**src/hw/ubir_pkg.sv**
```systemverilog
package ubir_pkg;
   // ------------------------------
   // register byte addresses (index times four)
   // ------------------------------
   localparam logic [7:0] IDX_CTRL_A     = 8'h00;  // enable, sample rate
   localparam logic [7:0] IDX_CTRL_B     = 8'h04;  // char size, encoding
   localparam logic [7:0] IDX_CTRL_C     = 8'h08;  // empty control word
   localparam logic [7:0] IDX_BAUD       = 8'h0c;  // baud divisor
   localparam logic [7:0] IDX_PULSE      = 8'h0e;  // irda minimum pulse
   localparam logic [7:0] IDX_IEN_CLR    = 8'h14;  // enable clear view
   localparam logic [7:0] IDX_IEN_SET    = 8'h16;  // enable set view
   localparam logic [7:0] IDX_IRQ_STAT   = 8'h18;  // sticky event status
   localparam logic [9:0] ADDR_CTRL_A    = {IDX_CTRL_A, 2'b00};
   localparam logic [9:0] ADDR_CTRL_B    = {IDX_CTRL_B, 2'b00};
   localparam logic [9:0] ADDR_CTRL_C    = {IDX_CTRL_C, 2'b00};
   localparam logic [9:0] ADDR_BAUD      = {IDX_BAUD, 2'b00};
   localparam logic [9:0] ADDR_PULSE     = {IDX_PULSE, 2'b00};
   localparam logic [9:0] ADDR_IEN_CLR   = {IDX_IEN_CLR, 2'b00};
   localparam logic [9:0] ADDR_IEN_SET   = {IDX_IEN_SET, 2'b00};
   localparam logic [9:0] ADDR_IRQ_STAT  = {IDX_IRQ_STAT, 2'b00};
   // ------------------------------
   // field positions
   // ------------------------------
   localparam int ENABLE_BIT   = 1;   // port enable in control a
   localparam int RATE_SEL_BIT = 13;  // sample rate select bit zero
   localparam int ENCODE_BIT   = 10;  // line encoding select
   localparam int FRAC_MSB     = 15;  // fractional part top
   localparam int FRAC_LSB     = 13;  // fractional part bottom
   localparam int INT13_MSB    = 12;  // integer divisor top, split layout
   localparam logic [7:0] IRQ_VALID_MASK = 8'hbf;  // bit 6 always zero
   // ------------------------------
   // character size codes
   // ------------------------------
   localparam logic [2:0] CHSZ_8 = 3'h0;
   localparam logic [2:0] CHSZ_9 = 3'h1;
   localparam logic [2:0] CHSZ_5 = 3'h5;
   localparam logic [2:0] CHSZ_6 = 3'h6;
   localparam logic [2:0] CHSZ_7 = 3'h7;
   // ------------------------------
   // reset values and counts
   // ------------------------------
   localparam logic [31:0] RST_CTRL     = 32'h0000_0000;
   localparam logic [15:0] RST_BAUD     = 16'h0000;
   localparam logic [7:0]  RST_PULSE    = 8'h00;
   localparam logic [7:0]  RST_IEN      = 8'h00;
   localparam logic [7:0]  RST_STAT     = 8'h00;
   localparam logic [8:0]  PULSE_EXTRA  = 9'h002;  // engine periods added
   localparam logic [1:0]  RESP_OKAY    = 2'h0;
   localparam logic [1:0]  RESP_SLVERR  = 2'h2;
endpackage

```
**src/hw/ubir_irda_filter.sv**
```systemverilog
`timescale 1ns/10ps
`default_nettype none
module ubir_irda_filter (
   input  wire logic       clock,
   input  wire logic       arst_n,
   input  wire logic       rxd_pin,
   input  wire logic       encoded,
   input  wire logic [7:0] min_len,
   output logic            rx_level,
   output logic            pulse_ok
);
   // ------------------------------------------------------------
   // pin synchroniser, three stages
   // ------------------------------------------------------------
   logic       s1_r, s2_r, s3_r;  // first stage read by s2 only
   logic       lvl_r, lvl_nxt;    // debounced line level
   logic [8:0] run_r, run_nxt;    // length of current low pulse
   logic       ok_r, ok_nxt;      // accepted pulse strobe
   logic [8:0] need;              // pulse length required

   assign need = {1'b0, min_len} + ubir_pkg::PULSE_EXTRA;

   // next-state: level, pulse run and acceptance
   always_comb begin
      lvl_nxt = lvl_r;
      run_nxt = run_r;
      ok_nxt  = 1'b0;
      // change counts only once stages two and three agree
      if (s2_r == s3_r) begin
         lvl_nxt = s3_r;
      end
      if (encoded && !lvl_nxt) begin
         // saturate so a long low line never wraps back
         if (run_r != 9'h1ff) begin
            run_nxt = run_r + 9'h001;
         end
         ok_nxt = (run_nxt == need);
      end else begin
         run_nxt = 9'h000;  // short pulses simply die here
      end
   end

   // registers only
   always_ff @(posedge clock or negedge arst_n) begin
      if (!arst_n) begin
         s1_r  <= 1'b1;
         s2_r  <= 1'b1;
         s3_r  <= 1'b1;
         lvl_r <= 1'b1;
         run_r <= 9'h000;
         ok_r  <= 1'b0;
      end else begin
         s1_r  <= rxd_pin;
         s2_r  <= s1_r;
         s3_r  <= s2_r;
         lvl_r <= lvl_nxt;
         run_r <= run_nxt;
         ok_r  <= ok_nxt;
      end
   end

   // plain mode passes the level, encoded mode holds it high at all times
   assign rx_level = lvl_r | encoded;
   assign pulse_ok = ok_r;
endmodule
`default_nettype wire

```
**src/hw/ubir_top.sv**
```systemverilog
// Behaviour
// char size codes map to 8,9,5,6,7 bits
// char size applies at once, never busy
// sample bit clear: sixteen-bit divisor
// sample bit set: fraction 15:13, integer 12:0
// irda pulse needs length plus two periods
// protected registers ignore writes while enabled
// one written to clear view drops enable
// one written to set view raises enable
// zero bits leave enables untouched
// both views read one enable register
// enable bit positions fixed, bit 6 unused
// enables, baud and pulse reset to zero
// encoding select chooses plain or irda
// interrupt when flag and enable both set
`timescale 1ns/10ps
`default_nettype none
module ubir_top (
   input  wire logic        clock,
   input  wire logic        arst_n,
   // axi4-lite slave
   input  wire logic [9:0]  s_axi_awaddr,
   input  wire logic        s_axi_awvalid,
   output logic             s_axi_awready,
   input  wire logic [31:0] s_axi_wdata,
   input  wire logic [3:0]  s_axi_wstrb,
   input  wire logic        s_axi_wvalid,
   output logic             s_axi_wready,
   output logic [1:0]       s_axi_bresp,
   output logic             s_axi_bvalid,
   input  wire logic        s_axi_bready,
   input  wire logic [9:0]  s_axi_araddr,
   input  wire logic        s_axi_arvalid,
   output logic             s_axi_arready,
   output logic [31:0]      s_axi_rdata,
   output logic [1:0]       s_axi_rresp,
   output logic             s_axi_rvalid,
   input  wire logic        s_axi_rready,
   // serial engine side
   input  wire logic [7:0]  event_pulse,
   input  wire logic        rxd_pin,
   output logic             rx_level,
   output logic             irda_pulse_ok,
   output logic             port_enable,
   output logic             line_encoding_select,
   output logic [3:0]       char_bit_count,
   output logic             frac_mode,
   output logic [15:0]      baud_arith_div,
   output logic [12:0]      baud_int_div,
   output logic [2:0]       baud_fraction,
   output logic             irq
);
   // ------------------------------------------------------------
   // write channel state
   // ------------------------------------------------------------
   logic        aw_held_r, aw_held_nxt;  // address captured
   logic [9:0]  aw_addr_r, aw_addr_nxt;
   logic        w_held_r,  w_held_nxt;   // data captured
   logic [31:0] w_data_r,  w_data_nxt;
   logic [3:0]  w_strb_r,  w_strb_nxt;
   logic        bvalid_r,  bvalid_nxt;
   logic [1:0]  bresp_r,   bresp_nxt;
   logic        do_wr;                   // both halves present

   // ------------------------------------------------------------
   // read channel state
   // ------------------------------------------------------------
   logic        rvalid_r, rvalid_nxt;
   logic [31:0] rdata_r,  rdata_nxt;
   logic [1:0]  rresp_r,  rresp_nxt;

   // ------------------------------------------------------------
   // register file
   // ------------------------------------------------------------
   logic [31:0] ctrl_a_r, ctrl_a_nxt;    // enable, sample rate
   logic [31:0] ctrl_b_r, ctrl_b_nxt;    // char size, encoding
   logic [15:0] baud_r,   baud_nxt;      // divisor
   logic [7:0]  minpl_r,  minpl_nxt;     // irda minimum pulse
   logic [7:0]  ien_r,    ien_nxt;       // one shared enable set
   logic [7:0]  stat_r,   stat_nxt;      // sticky event flags
   logic [3:0]  chcnt_r,  chcnt_nxt;     // decoded bits per char
   logic [31:0] wmask;                   // byte lanes as bit mask
   logic        locked;                  // port running

   assign locked = ctrl_a_r[ubir_pkg::ENABLE_BIT];
   assign do_wr  = aw_held_r && w_held_r && !bvalid_r;

   // byte enables widened to a bit mask
   genvar gi;
   generate
      for (gi = 0; gi < 4; gi++) begin : g_lane
         assign wmask[gi*8 +: 8] = {8{w_strb_r[gi]}};
      end
   endgenerate

   // ------------------------------------------------------------
   // write handshake
   // ------------------------------------------------------------
   // address and data may arrive in either order; each is held
   // until the other shows up, and the response follows both
   always_comb begin
      aw_held_nxt = aw_held_r;
      aw_addr_nxt = aw_addr_r;
      w_held_nxt  = w_held_r;
      w_data_nxt  = w_data_r;
      w_strb_nxt  = w_strb_r;
      bvalid_nxt  = bvalid_r;
      bresp_nxt   = bresp_r;
      if (s_axi_awvalid && s_axi_awready) begin
         aw_held_nxt = 1'b1;
         aw_addr_nxt = s_axi_awaddr;
      end
      if (s_axi_wvalid && s_axi_wready) begin
         w_held_nxt = 1'b1;
         w_data_nxt = s_axi_wdata;
         w_strb_nxt = s_axi_wstrb;
      end
      if (do_wr) begin
         aw_held_nxt = 1'b0;
         w_held_nxt  = 1'b0;
         bvalid_nxt  = 1'b1;
         case (aw_addr_r)
            ubir_pkg::ADDR_CTRL_A, ubir_pkg::ADDR_CTRL_B,
            ubir_pkg::ADDR_CTRL_C, ubir_pkg::ADDR_BAUD,
            ubir_pkg::ADDR_PULSE, ubir_pkg::ADDR_IEN_CLR,
            ubir_pkg::ADDR_IEN_SET, ubir_pkg::ADDR_IRQ_STAT: begin
               bresp_nxt = ubir_pkg::RESP_OKAY;
            end
            default: begin
               bresp_nxt = ubir_pkg::RESP_SLVERR;  // unmapped
            end
         endcase
      end else if (bvalid_r && s_axi_bready) begin
         bvalid_nxt = 1'b0;
      end
   end

   always_ff @(posedge clock or negedge arst_n) begin
      if (!arst_n) begin
         aw_held_r <= 1'b0;
         aw_addr_r <= 10'h000;
         w_held_r  <= 1'b0;
         w_data_r  <= 32'h0000_0000;
         w_strb_r  <= 4'h0;
         bvalid_r  <= 1'b0;
         bresp_r   <= 2'h0;
      end else begin
         aw_held_r <= aw_held_nxt;
         aw_addr_r <= aw_addr_nxt;
         w_held_r  <= w_held_nxt;
         w_data_r  <= w_data_nxt;
         w_strb_r  <= w_strb_nxt;
         bvalid_r  <= bvalid_nxt;
         bresp_r   <= bresp_nxt;
      end
   end

   // stall a new half until the previous response is gone
   assign s_axi_awready = !aw_held_r && !bvalid_r;
   assign s_axi_wready  = !w_held_r && !bvalid_r;
   assign s_axi_bvalid  = bvalid_r;
   assign s_axi_bresp   = bresp_r;

   // ------------------------------------------------------------
   // register updates
   // ------------------------------------------------------------
   always_comb begin
      ctrl_a_nxt = ctrl_a_r;
      ctrl_b_nxt = ctrl_b_r;
      baud_nxt   = baud_r;
      minpl_nxt  = minpl_r;
      ien_nxt    = ien_r;
      // hardware events set, set beats a clear in the same cycle
      stat_nxt   = stat_r;
      if (do_wr) begin
         case (aw_addr_r)
            ubir_pkg::ADDR_CTRL_A: begin
               ctrl_a_nxt = (ctrl_a_r & ~wmask) | (w_data_r & wmask);
            end
            ubir_pkg::ADDR_CTRL_B: begin
               // no busy handshake: the new size is live next cycle
               if (!locked) begin
                  ctrl_b_nxt = (ctrl_b_r & ~wmask) | (w_data_r & wmask);
               end
            end
            ubir_pkg::ADDR_BAUD: begin
               if (!locked) begin
                  baud_nxt = (baud_r & ~wmask[15:0]) | (w_data_r[15:0] & wmask[15:0]);
               end
            end
            ubir_pkg::ADDR_PULSE: begin
               if (!locked) begin
                  minpl_nxt = (minpl_r & ~wmask[7:0]) | (w_data_r[7:0] & wmask[7:0]);
               end
            end
            ubir_pkg::ADDR_IEN_CLR: begin
               // zero bits and a dropped lane change nothing
               ien_nxt = ien_r & ~(w_data_r[7:0] & wmask[7:0]);
            end
            ubir_pkg::ADDR_IEN_SET: begin
               ien_nxt = ien_r | (w_data_r[7:0] & wmask[7:0]);
            end
            ubir_pkg::ADDR_IRQ_STAT: begin
               stat_nxt = stat_r & ~(w_data_r[7:0] & wmask[7:0]);
            end
            default: begin
               // control c and unmapped words store nothing
            end
         endcase
      end
      ien_nxt  = ien_nxt & ubir_pkg::IRQ_VALID_MASK;
      stat_nxt = (stat_nxt | event_pulse) & ubir_pkg::IRQ_VALID_MASK;
   end

   // bits per character, reserved codes give zero
   always_comb begin
      case (ctrl_b_nxt[2:0])
         ubir_pkg::CHSZ_8: chcnt_nxt = 4'h8;
         ubir_pkg::CHSZ_9: chcnt_nxt = 4'h9;
         ubir_pkg::CHSZ_5: chcnt_nxt = 4'h5;
         ubir_pkg::CHSZ_6: chcnt_nxt = 4'h6;
         ubir_pkg::CHSZ_7: chcnt_nxt = 4'h7;
         default:          chcnt_nxt = 4'h0;
      endcase
   end

   always_ff @(posedge clock or negedge arst_n) begin
      if (!arst_n) begin
         ctrl_a_r <= ubir_pkg::RST_CTRL;
         ctrl_b_r <= ubir_pkg::RST_CTRL;
         baud_r   <= ubir_pkg::RST_BAUD;
         minpl_r  <= ubir_pkg::RST_PULSE;
         ien_r    <= ubir_pkg::RST_IEN;
         stat_r   <= ubir_pkg::RST_STAT;
         chcnt_r  <= 4'h8;
      end else begin
         ctrl_a_r <= ctrl_a_nxt;
         ctrl_b_r <= ctrl_b_nxt;
         baud_r   <= baud_nxt;
         minpl_r  <= minpl_nxt;
         ien_r    <= ien_nxt;
         stat_r   <= stat_nxt;
         chcnt_r  <= chcnt_nxt;
      end
   end

   // ------------------------------------------------------------
   // read path
   // ------------------------------------------------------------
   // one read at a time; the answer is registered one cycle later
   always_comb begin
      rvalid_nxt = rvalid_r;
      rdata_nxt  = rdata_r;
      rresp_nxt  = rresp_r;
      if (s_axi_arvalid && s_axi_arready) begin
         rvalid_nxt = 1'b1;
         rresp_nxt  = ubir_pkg::RESP_OKAY;
         case (s_axi_araddr)
            ubir_pkg::ADDR_CTRL_A:   rdata_nxt = ctrl_a_r;
            ubir_pkg::ADDR_CTRL_B:   rdata_nxt = ctrl_b_r;
            ubir_pkg::ADDR_CTRL_C:   rdata_nxt = 32'h0000_0000;
            ubir_pkg::ADDR_BAUD:     rdata_nxt = {16'h0000, baud_r};
            ubir_pkg::ADDR_PULSE:    rdata_nxt = {24'h00_0000, minpl_r};
            ubir_pkg::ADDR_IEN_CLR,
            ubir_pkg::ADDR_IEN_SET:  rdata_nxt = {24'h00_0000, ien_r};
            ubir_pkg::ADDR_IRQ_STAT: rdata_nxt = {24'h00_0000, stat_r};
            default: begin
               rdata_nxt = 32'h0000_0000;
               rresp_nxt = ubir_pkg::RESP_SLVERR;
            end
         endcase
      end else if (rvalid_r && s_axi_rready) begin
         rvalid_nxt = 1'b0;
      end
   end

   always_ff @(posedge clock or negedge arst_n) begin
      if (!arst_n) begin
         rvalid_r <= 1'b0;
         rdata_r  <= 32'h0000_0000;
         rresp_r  <= 2'h0;
      end else begin
         rvalid_r <= rvalid_nxt;
         rdata_r  <= rdata_nxt;
         rresp_r  <= rresp_nxt;
      end
   end

   assign s_axi_arready = !rvalid_r;
   assign s_axi_rvalid  = rvalid_r;
   assign s_axi_rdata   = rdata_r;
   assign s_axi_rresp   = rresp_r;

   // ------------------------------------------------------------
   // configuration outputs
   // ------------------------------------------------------------
   assign port_enable          = locked;
   assign line_encoding_select = ctrl_b_r[ubir_pkg::ENCODE_BIT];
   assign char_bit_count       = chcnt_r;
   assign frac_mode            = ctrl_a_r[ubir_pkg::RATE_SEL_BIT];
   // the idle layout's outputs read zero so nothing mixes the two
   assign baud_arith_div = frac_mode ? 16'h0000 : baud_r;
   assign baud_int_div   = frac_mode ? baud_r[ubir_pkg::INT13_MSB:0] : 13'h0000;
   assign baud_fraction  = frac_mode ? baud_r[ubir_pkg::FRAC_MSB:ubir_pkg::FRAC_LSB]
                                     : 3'h0;

   // level interrupt: any flag whose enable is set
   assign irq = |(stat_r & ien_r);

   // ------------------------------------------------------------
   // irda receive filter
   // ------------------------------------------------------------
   ubir_irda_filter u_filter (
      .clock    (clock),
      .arst_n   (arst_n),
      .rxd_pin  (rxd_pin),
      .encoded  (line_encoding_select),
      .min_len  (minpl_r),
      .rx_level (rx_level),
      .pulse_ok (irda_pulse_ok)
   );
endmodule
`default_nettype wire

```
**config.mk**
```make
export PLATFORM = sky130hd
export DESIGN_NAME = ubir_top
export DESIGN_NICKNAME = d
export VERILOG_FILES = /design/src/hw/ubir_pkg.sv /design/src/hw/ubir_irda_filter.sv /design/src/hw/ubir_top.sv
export SDC_FILE = /design/constraint.sdc
export NUM_CORES = 1
export LEC_CHECK = 0
export BUFFER_PORTS_ARGS = -buffer_cell sky130_fd_sc_hd__clkbuf_2
export CAP_MARGIN = 20
export CORE_MARGIN = 2
export CORE_UTILIZATION = 45
export DETAILED_ROUTE_END_ITERATION = 10
export PLACE_DENSITY = 0.65
export SYNTH_ARGS = -nofsm -noshare
export SYNTH_HDL_FRONTEND = slang
export SYNTH_SLANG_ARGS = --single-unit
```
**constraint.sdc**
```tcl
create_clock -name clock -period 2.9 [get_ports clock]
set_clock_uncertainty 0.2 [all_clocks]
set_input_delay 0.87 -clock clock [delete_from_list [all_inputs] [get_ports clock]]
set_output_delay 0.87 -clock clock [all_outputs]
set_load 0.01 [all_outputs]
```
==> results of run 1 <==
[worst register-to-register path: stages (launching register included)]
cell and delay (ns):
dfrtp_1 0.40, nor4_4 0.41, nand4b_4 0.24, nor4_4 0.37, nand2_2 0.36, mux2_2 0.37
[power by group through the flow]
| stage | sequential, mW | combinational, mW | clock [mW] |
|---|---|---|---|
| 2_1_floorplan | 3.68 | 0.855 | 0 |
| 3_3_place_gp | 3.85 | 1.16 | 0 |
| 3_5_place_dp | 3.86 | 1.18 | 0 |
| 4_1_cts | 3.81 | 1.19 | 3.06 |
| 5_1_grt | 3.89 | 1.28 | 3.18 |
| 6_report | 3.81 | 1.16 | 3.01 |
[per-layer routing]
layer	part of all wire [%]	GRT usage [%]	wire length (um)	vias up
li1	-	-	-	2908
met1	46	27.4	9670	3139
met2	46	30.9	9530	165
met3	6.4	4.08	1330	28
met4	1.5	3.58	316	0
met5	0	0	0	-
[through the flow]
stage               std cells  hold slack, ns  cell area [um^2]  power [mW]
floorplan                 717           0.145              9050        4.53
global placement         1122           0.148             10200        5.01
detailed placement       1122           0.149             10200        5.04
CTS                      1163           0.131             11000        8.06
global route             1163           0.159             11000        8.35
finish                   1163           0.106             11000        7.99
[kinds of logic (layout without fill, tap and decap cells)]
kind of cell / Yosys count / after routing
other: 1 / 2
XOR/XNOR: 14 / 14
AND/OR/NAND/NOR: 183 / 183
multiplexers: 167 / 167
flip-flops: 204 / 204
buffers and inverters: 35 / 216
adder cells (fa/ha/maj): 3 / 3
AO/OA/AOI/OAI: 109 / 109
[layout make-up]
class	instances	area [um^2]	share of cell area, %
Timing Repair Buffer	170	957	8.71
Tap cell	265	332	3.02
Sequential cell	204	5110	46.5
Inverter	5	18.8	0.171
Clock inverter	8	119	1.08
Clock buffer	33	673	6.12
Multi-Input combinational cell	478	3780	34.4
[Yosys cell counts, types with 7 or more instances]
cell / instances / area (um^2)
a21o_1: 8 / 60.1
a21oi_1: 10 / 50.1
a221oi_1: 8 / 70.1
a222oi_1: 7 / 70.1
a22o_1: 14 / 123
and2_1: 19 / 119
clkbuf_1: 19 / 71.3
dfrtp_1: 199 / 4980
mux2_2: 137 / 1540
mux2i_1: 29 / 290
nand2_1: 60 / 225
nand2_2: 8 / 50.1
nand2b_1: 7 / 43.8
nand3_1: 15 / 75.1
nor2_1: 25 / 93.8
nor2b_1: 19 / 119
o21ai_0: 44 / 220
xnor2_1: 10 / 87.6
[worst max-delay path by stage]
| stage | startpoint | endpoint | slack, ns | cells after the start |
|---|---|---|---|---|
| 4_1_cts | flop | baud_int_div[4] | 0.23 | 3 |
| 3_5_place_dp | aw_addr_r[1]$_DFFE_PN0P_ | ctrl_b_r[2]$_DFF_PN0_ | 0.43 | 5 |
| 3_3_place_gp | aw_addr_r[1]$_DFFE_PN0P_ | flop | 0.44 | 5 |
| 6_report | flop | baud_int_div[4] | 0.26 | 3 |
| 2_1_floorplan | s_axi_araddr[5] | s_axi_rdata[5]$_DFFE_PN0P_ | 0.51 | 7 |
| 5_1_grt | flop | baud_int_div[1] | 0.14 | 3 |
[cells in the final DEF (no fill, tap or decap), types with 18 or more instances in the layout]
cell       Yosys  final
o21ai_0       44     44
dfrtp_1      199    199
mux2i_1       29     29
and2_1        19     18
nand2_1       60     60
clkbuf_2       0    150
clkbuf_16      0     23
mux2_2       137    137
nor2b_1       19     19
nor2_1        25     25
==> results.yml, run 1 <==
run_status:
  status: "complete, no violations"
place:
  gp_congestion: 0.778
  port_buffers: 151
  detailed_place_hpwl_um: 14300
  dp_slack_ns: 0.433
routing:
  antenna_left: 0
  drt-total-wl_um: 20800
  detail_route.first_pass.iterations: 6
  vias: 6240
  wl_per_cell_um: 17.9
  drt_iter0_markers: 273
  drc: 0
  via_per_inst: 5.37
worst_setup_path:
  worstPathArrival_ns: 1.57
  start_kind: "flop"
  critical_path_required_ns: 1.83
  slowest_stage: "dfrtp_1"
  critPathMaxFanout: 28
  r2r_cells: 5
  critPathCaptureType: "output pin"
  timing.rr.start: "aw_addr_r[1]$_DFFE_PN0P_"
  rrSetupSlack_ns: 0.45
  cp_num_buf_inv: 2
  crit_type: "reg -> out"
  crit_path_max_incr_delay_ns: 0.47
  crit_chain: "buf_4 -> and2_1 -> clkbuf_2"
  cp_top_family: "flip-flops"
  r2r-end: "ctrl_b_r[2]$_DFF_PN0_"
clock_network:
  cts_buffers: 23
  clock_path_buffers: 3
  cts.sinks: 204
  cts-root-buf: "clkbuf_16"
  ctsHoldBuffers: 0
  cts_tree: "done"
  insertion_delay_ns: 0.50
  htreeDepth: 1
  clk_pin_slew_ns: 0.06
  cts_resized: 0
  cts_setup_buffers: 0
sta:
  tightest_slew_ns: 0.583
  rsz0062_at_grt: "false"
  post-route-period-util_pct: 91.1
  fin_ws_ns: 0.259
  finalCriticalPeriod_ns: 2.64
  slew_headroom_pct: 61.0
  fin_tns_setup_ns: 0
  slew_violations: 0
  setup_viol: 0
  max_freq_ghz: 0.379
  hold_viol_final: 0
global_routing:
  grt_antenna_before_repair: 1
  grt_pass1_wl_um: 33200
  grt_max_degree: 59
  grt_overflow: 0
  grt_pass1_vias: 6120
  gr-usage-all-layers_pct: 19.3
synth:
  muxShareOfSynthArea_pct: 20.4
  synthAdderAreaFrac_pct: 0.387
  synth_compound_area_share_pct: 8.09
  yosysWarningCount: 0
  yosys_register_bits: 204
  synthXorXnorAreaFrac_pct: 1.36
  yosysSeqAreaShare_pct: 56.5
  synth_edf_count: 0
  ys.flop_type: "dfrtp_1"
  synth-simple-area-share_pct: 11.5
  async_flop_share_pct: 100
  netlist_instances: 716
  synth_top_family_by_area: "multiplexers"
  synthDistinctLibCells: 55
  avgSynthCellArea_um2: 12.6
  synthesis.area_um2: 9040
min_path:
  min_path_type: "in -> async"
power_and_ir_drop:
  p_clk_share_pct: 37.7
  seqPwrFrac_pct: 47.7
  intPower_mw: 5.80
  ir_drop_v: 0.000645
  netSwitchingPower_mw: 2.19
  combPwrFrac_pct: 14.6
  swShare_pct: 27.4
  p_leak_nw: 5.32
  powerDensity_nw_per_um2: 727
cells_and_area:
  num_antenna_cells: 0
  synthToLayoutAreaGrowth_pct: 21.6
  fin_nets: 956
  post-route-util_pct: 56.1
  drive_above_1_share_pct: 41.4
  fill_cells: 1675
floorplan:
  die_area_um2: 21200
  die_y_um: 146
  core-area_um2: 19600
  io_pins: 155
  start_util_pct: 46.2
  die_w_um: 146
  rows: 51
flow_run:
  cap_violations: 0
No activity file was read; power rests on OpenSTA's default activity.
==> inputs of run 2 (changes only) <==
Settings changed: ABC_AREA set to 1.
==> results.yml, run 2 <==
routing:
  wl_per_cell_um: 15.1
  drt-total-wl_um: 23400
  antenna_left: 0
  vias: 7807
  via_per_inst: 5.06
  drc: 0
  detail_route.first_pass.iterations: 5
  drt_iter0_markers: 456
cells_and_area:
  num_antenna_cells: 0
  drive_above_1_share_pct: 22.0
  synthToLayoutAreaGrowth_pct: 20.3
  fill_cells: 1942
  final_cell_mix: "nand2_1, dfrtp_1, clkbuf_2"
  layout_commonest_cell: "nand2_1"
  post-route-util_pct: 55.5
  finalNonFillerCells: 1542
  fin_nets: 1330
global_routing:
  grt_antenna_before_repair: 0
  grt_use_met3_pct: 3.46
  top_usage_layer: "met2"
  grt_pass1_vias: 7168
  gr-usage-all-layers_pct: 21.3
  grt_pass1_wl_um: 37700
  grt_overflow: 0
  grt_max_degree: 53
  met2_usage_pct: 33.2
  gr-usage-met1_pct: 31.6
synth:
  yosys.area.top_type: "dfrtp_1"
  synthesis.area_um2: 9430
  synth_area_leaders: "dfrtp_1, nand2_1, inv_1"
  netlist_instances: 1107
  netlist.area_leader.share_pct: 52.8
  yosysSeqAreaShare_pct: 54.2
  synthDistinctLibCells: 44
  synth_edf_count: 0
  yosysMostFrequentCell: "nand2_1"
  yosysWarningCount: 0
  ys.flop_type: "dfrtp_1"
  async_flop_share_pct: 100
  ys_top_cells_by_count: "nand2_1, dfrtp_1, inv_1, nor2_1, a21oi_1"
  avgSynthCellArea_um2: 8.52
  yosys_register_bits: 204
worst_setup_path:
  crit_path_max_incr_delay_ns: 0.35
  critical_path_required_ns: 1.83
  critPathCaptureType: "output pin"
  cp_top_family: "compound AO/OA/AOI/OAI gates"
  crit_chain: "inv_1 -> o22ai_1 -> a221oi_1 -> o2111ai_1 -> clkbuf_2"
  worstPathArrival_ns: 1.64
  start_kind: "flop"
  slowest_stage: "dfrtp_1"
  critPathMaxFanout: 3
  crit_type: "reg -> out"
  cp_num_buf_inv: 2
sta:
  tightest_slew_ns: 0.703
  fin_tns_setup_ns: 0
  rsz0062_at_grt: "false"
  hold_viol_final: 0
  post-route-period-util_pct: 93.5
  slew_headroom_pct: 53.0
  whs_ns: 0.118
  setup_viol: 0
  slew_violations: 0
  max_freq_ghz: 0.369
  finalCriticalPeriod_ns: 2.71
clock_network:
  clk_pin_slew_ns: 0.06
  ctsHoldBuffers: 0
  cts_resized: 0
  insertion_delay_ns: 0.51
  cts_buffers: 24
  cts-root-buf: "clkbuf_16"
  cts.sinks: 204
  cts_setup_buffers: 0
  clock_path_buffers: 3
  cts_tree: "done"
  htreeDepth: 1
place:
  gp_congestion: 0.838
  place_inst: 1500
  port_buffers: 151
  detailed_place_hpwl_um: 16600
power_and_ir_drop:
  total_power_mw: 7.82
  p_leak_nw: 5.93
  powerDensity_nw_per_um2: 689
  ir_drop_v: 0.000694
floorplan:
  die_w_um: 149
  die_area_um2: 22100
  start_util_pct: 46.2
  io_pins: 155
  die_y_um: 149
  core-area_um2: 20400
  rows: 52
run_status:
  status: "complete, no violations"
flow_run:
  cap_violations: 0
min_path:
  min_path_type: "in -> async"
==> run 2: changes by cell type after synthesis, sizes merged, moves of 14 or more <==
cell	previous run	this run
a21oi	10	85
a22o	14	0
and2	19	0
inv	5	134
mux2	138	5
mux2i	29	0
nand2	68	254
nand3	15	72
nor2	28	108
nor2b	19	0
nor3	3	21
o21ai	44	103
==> run 2: cells by family after synthesis <==
logic type / share of synthesized area [%]
other: 0.0398
adders and majority gates: 0.265
and+or+nand+nor: 21.8
AOI/OAI and AO/OA: 14.2
DFF: 54.2
buffers and inverters: 7.89
muxes: 0.597
xor gates and xnor gates: 1.02
==> run 2: path summary, 6_finish.rpt <==
check	from	end	slack, ns	cells after the start
worst max-delay path	stat_r[0]$_DFF_PN0_	irq	0.19	5
worst min-delay path	arst_n	u_filter.run_r[3]$_DFF_PN0_	0.12	1
worst max register to register	aw_addr_r[0]$_DFFE_PN0P_	flop	0.65	10
worst min register to register	u_filter.s1_r$_DFF_PN1_	u_filter.s2_r$_DFF_PN1_	0.16	0
max in group asynchronous	arst_n	async pin	1.73	2
min in group clock	u_filter.s1_r$_DFF_PN1_	u_filter.s2_r$_DFF_PN1_	0.16	0
==> run 2: report_power, final <==
part	internal (mW)	total, mW	leakage [nW]	switching, mW
clock	1.89	3.03	0.401	1.14
combinational	0.409	1.36	2.90	0.950
sequential	3.22	3.42	2.63	0.209
==> run 2: final cells by class <==
type | instances | area (um^2) | area share, %
well taps | 270 | 338 | 2.98
repair buffers | 169 | 987 | 8.70
inverters | 135 | 507 | 4.47
multi-input cells | 722 | 3590 | 31.7
clock buffers | 36 | 727 | 6.41
flip-flops and latches | 204 | 5110 | 45.1
clock inverters | 6 | 80.1 | 0.706
==> run 2: stage by stage <==
step / cell area [um^2] / setup slack [ns]
after CTS: 11300 / 0.188
after global routing: 11300 / 0.175
after global placement: 10500 / 0.315
after floorplan: 9440 / 0.699
final: 11300 / 0.188
after detailed placement: 10500 / 0.287
==> run 2: layer usage <==
layer / vias to the layer above / part of all wire [%] / wire length (um)
met1: 3681 / 47 / 11000
met3: 34 / 5.8 / 1360
met4: 0 / 1.9 / 439
li1: 3869 / - / -
met2: 223 / 45 / 10600
met5: - / 0 / 0
==> inputs of run 3 (changes only) <==
Settings changed: PLACE_DENSITY 0.65 to 0.73.
Clock period 2.9 ns to 3.3 ns, I/O delays scaled along.
==> results.yml, run 3 (synthesized netlist as in run 2, its figures left out) <==
sta:
  fin_tns_setup_ns: 0
  setup_viol: 0
  slew_violations: 0
  slew_headroom_pct: 52.3
  rsz0062_at_grt: "false"
  tightest_slew_ns: 0.714
  max_freq_ghz: 0.342
  finalCriticalPeriod_ns: 2.93
  post-route-period-util_pct: 88.7
  hold_viol_final: 0
cells_and_area:
  drive_above_1_share_pct: 22.0
  fin_nets: 1329
  final-seq-area_um2: 5110
  multi_input_area_um2: 3590
  layout_commonest_cell: "nand2_1"
  fill_cells: 1922
  num_antenna_cells: 0
  synthToLayoutAreaGrowth_pct: 20.0
  final_cell_mix: "nand2_1, dfrtp_1, clkbuf_2"
place:
  detailed_place_hpwl_um: 16800
  gp_congestion: 0.872
  port_buffers: 151
routing:
  drc: 0
  drt-total-wl_um: 23800
  antenna_left: 0
  wl_per_cell_um: 15.5
  vias: 7818
  drt_iter0_markers: 618
  via_per_inst: 5.07
  detail_route.first_pass.iterations: 4
floorplan:
  io_pins: 155
  core-area_um2: 20400
  rows: 52
  start_util_pct: 46.2
  die_area_um2: 22100
  die_w_um: 149
  die_y_um: 149
worst_setup_path:
  worstPathArrival_ns: 1.74
  critical_path_required_ns: 2.11
  critPathCaptureType: "output pin"
  critPathMaxFanout: 24
  start_kind: "flop"
  crit_type: "reg -> out"
run_status:
  status: "complete, no violations"
clock_network:
  clock_path_buffers: 3
  cts_tree: "done"
  ctsHoldBuffers: 0
  cts_resized: 0
  cts-root-buf: "clkbuf_16"
  insertion_delay_ns: 0.50
  cts_buffers: 23
  cts.sinks: 204
  htreeDepth: 1
  cts_setup_buffers: 0
  clk_pin_slew_ns: 0.06
global_routing:
  grt_max_degree: 73
  grt_pass1_wl_um: 38900
  grt_pass1_vias: 7513
  grt_overflow: 0
  grt_antenna_before_repair: 1
  gr-usage-all-layers_pct: 21.9
power_and_ir_drop:
  powerDensity_nw_per_um2: 622
  p_leak_nw: 5.92
  total_power_mw: 7.04
  ir_drop_v: 0.000556
flow_run:
  cap_violations: 0
min_path:
  min_path_type: "reg -> reg"
## run 3: critical path: stages (launching register included)
cell      delay [ns]
dfrtp_1         0.54
buf_4           0.34
nand2_1         0.15
inv_1           0.08
clkbuf_2        0.12
## run 3: metal layers
layer,part of all wire (%),GRT usage (%)
met5,0.063,0
met2,44,34.5
met4,2.3,4.90
met3,6.4,3.91
met1,47,32.0
## run 3: report_power, final
group	total (mW)	internal (mW)	switching, mW
logic	1.17	0.342	0.828
clock network	2.84	1.84	1.00
registers	3.03	2.83	0.209
total	7.04	5.00	2.04
## run 3: cell type report
cell class,instances,share of cell area [%]
inverter,135,4.48
tap,270,2.98
timing repair buffer,169,8.17
sequential,204,45.2
clock buffer,32,5.74
clock inverter,9,1.72
multi-input combinational,722,31.8
## run 3: final timing paths
check / from / endpoint / slack (ns) / cells after the start
max: flop / baud_int_div[0] / 0.37 / 4
min: u_filter.s1_r$_DFF_PN1_ / u_filter.s2_r$_DFF_PN1_ / 0.16 / 0
max reg2reg: u_filter.run_r[0]$_DFF_PN0_ / u_filter.pulse_ok$_DFF_PN0_ / 1.00 / 8
min reg2reg: u_filter.s1_r$_DFF_PN1_ / u_filter.s2_r$_DFF_PN1_ / 0.16 / 0
max in group asynchronous: arst_n / char_bit_count[3]$_DFF_PN1_ / 1.87 / 2
min in group asynchronous: arst_n / w_data_r[20]$_DFFE_PN0P_ / 0.31 / 1
## run 3: through the flow
step | cell area (um^2) | std cells | setup slack, ns | hold WS [ns] | utilization (%)
after global placement | 10500 | 1500 | 0.569 | 0.146 | 51.3
after detailed placement | 10500 | 1500 | 0.539 | 0.149 | 51.3
final | 11300 | 1541 | 0.374 | 0.158 | 55.4
after global routing | 11300 | 1541 | 0.226 | 0.161 | 55.4
after CTS | 11300 | 1541 | 0.325 | 0.158 | 55.4
after floorplan | 9440 | 1108 | 0.979 | 0.145 | -
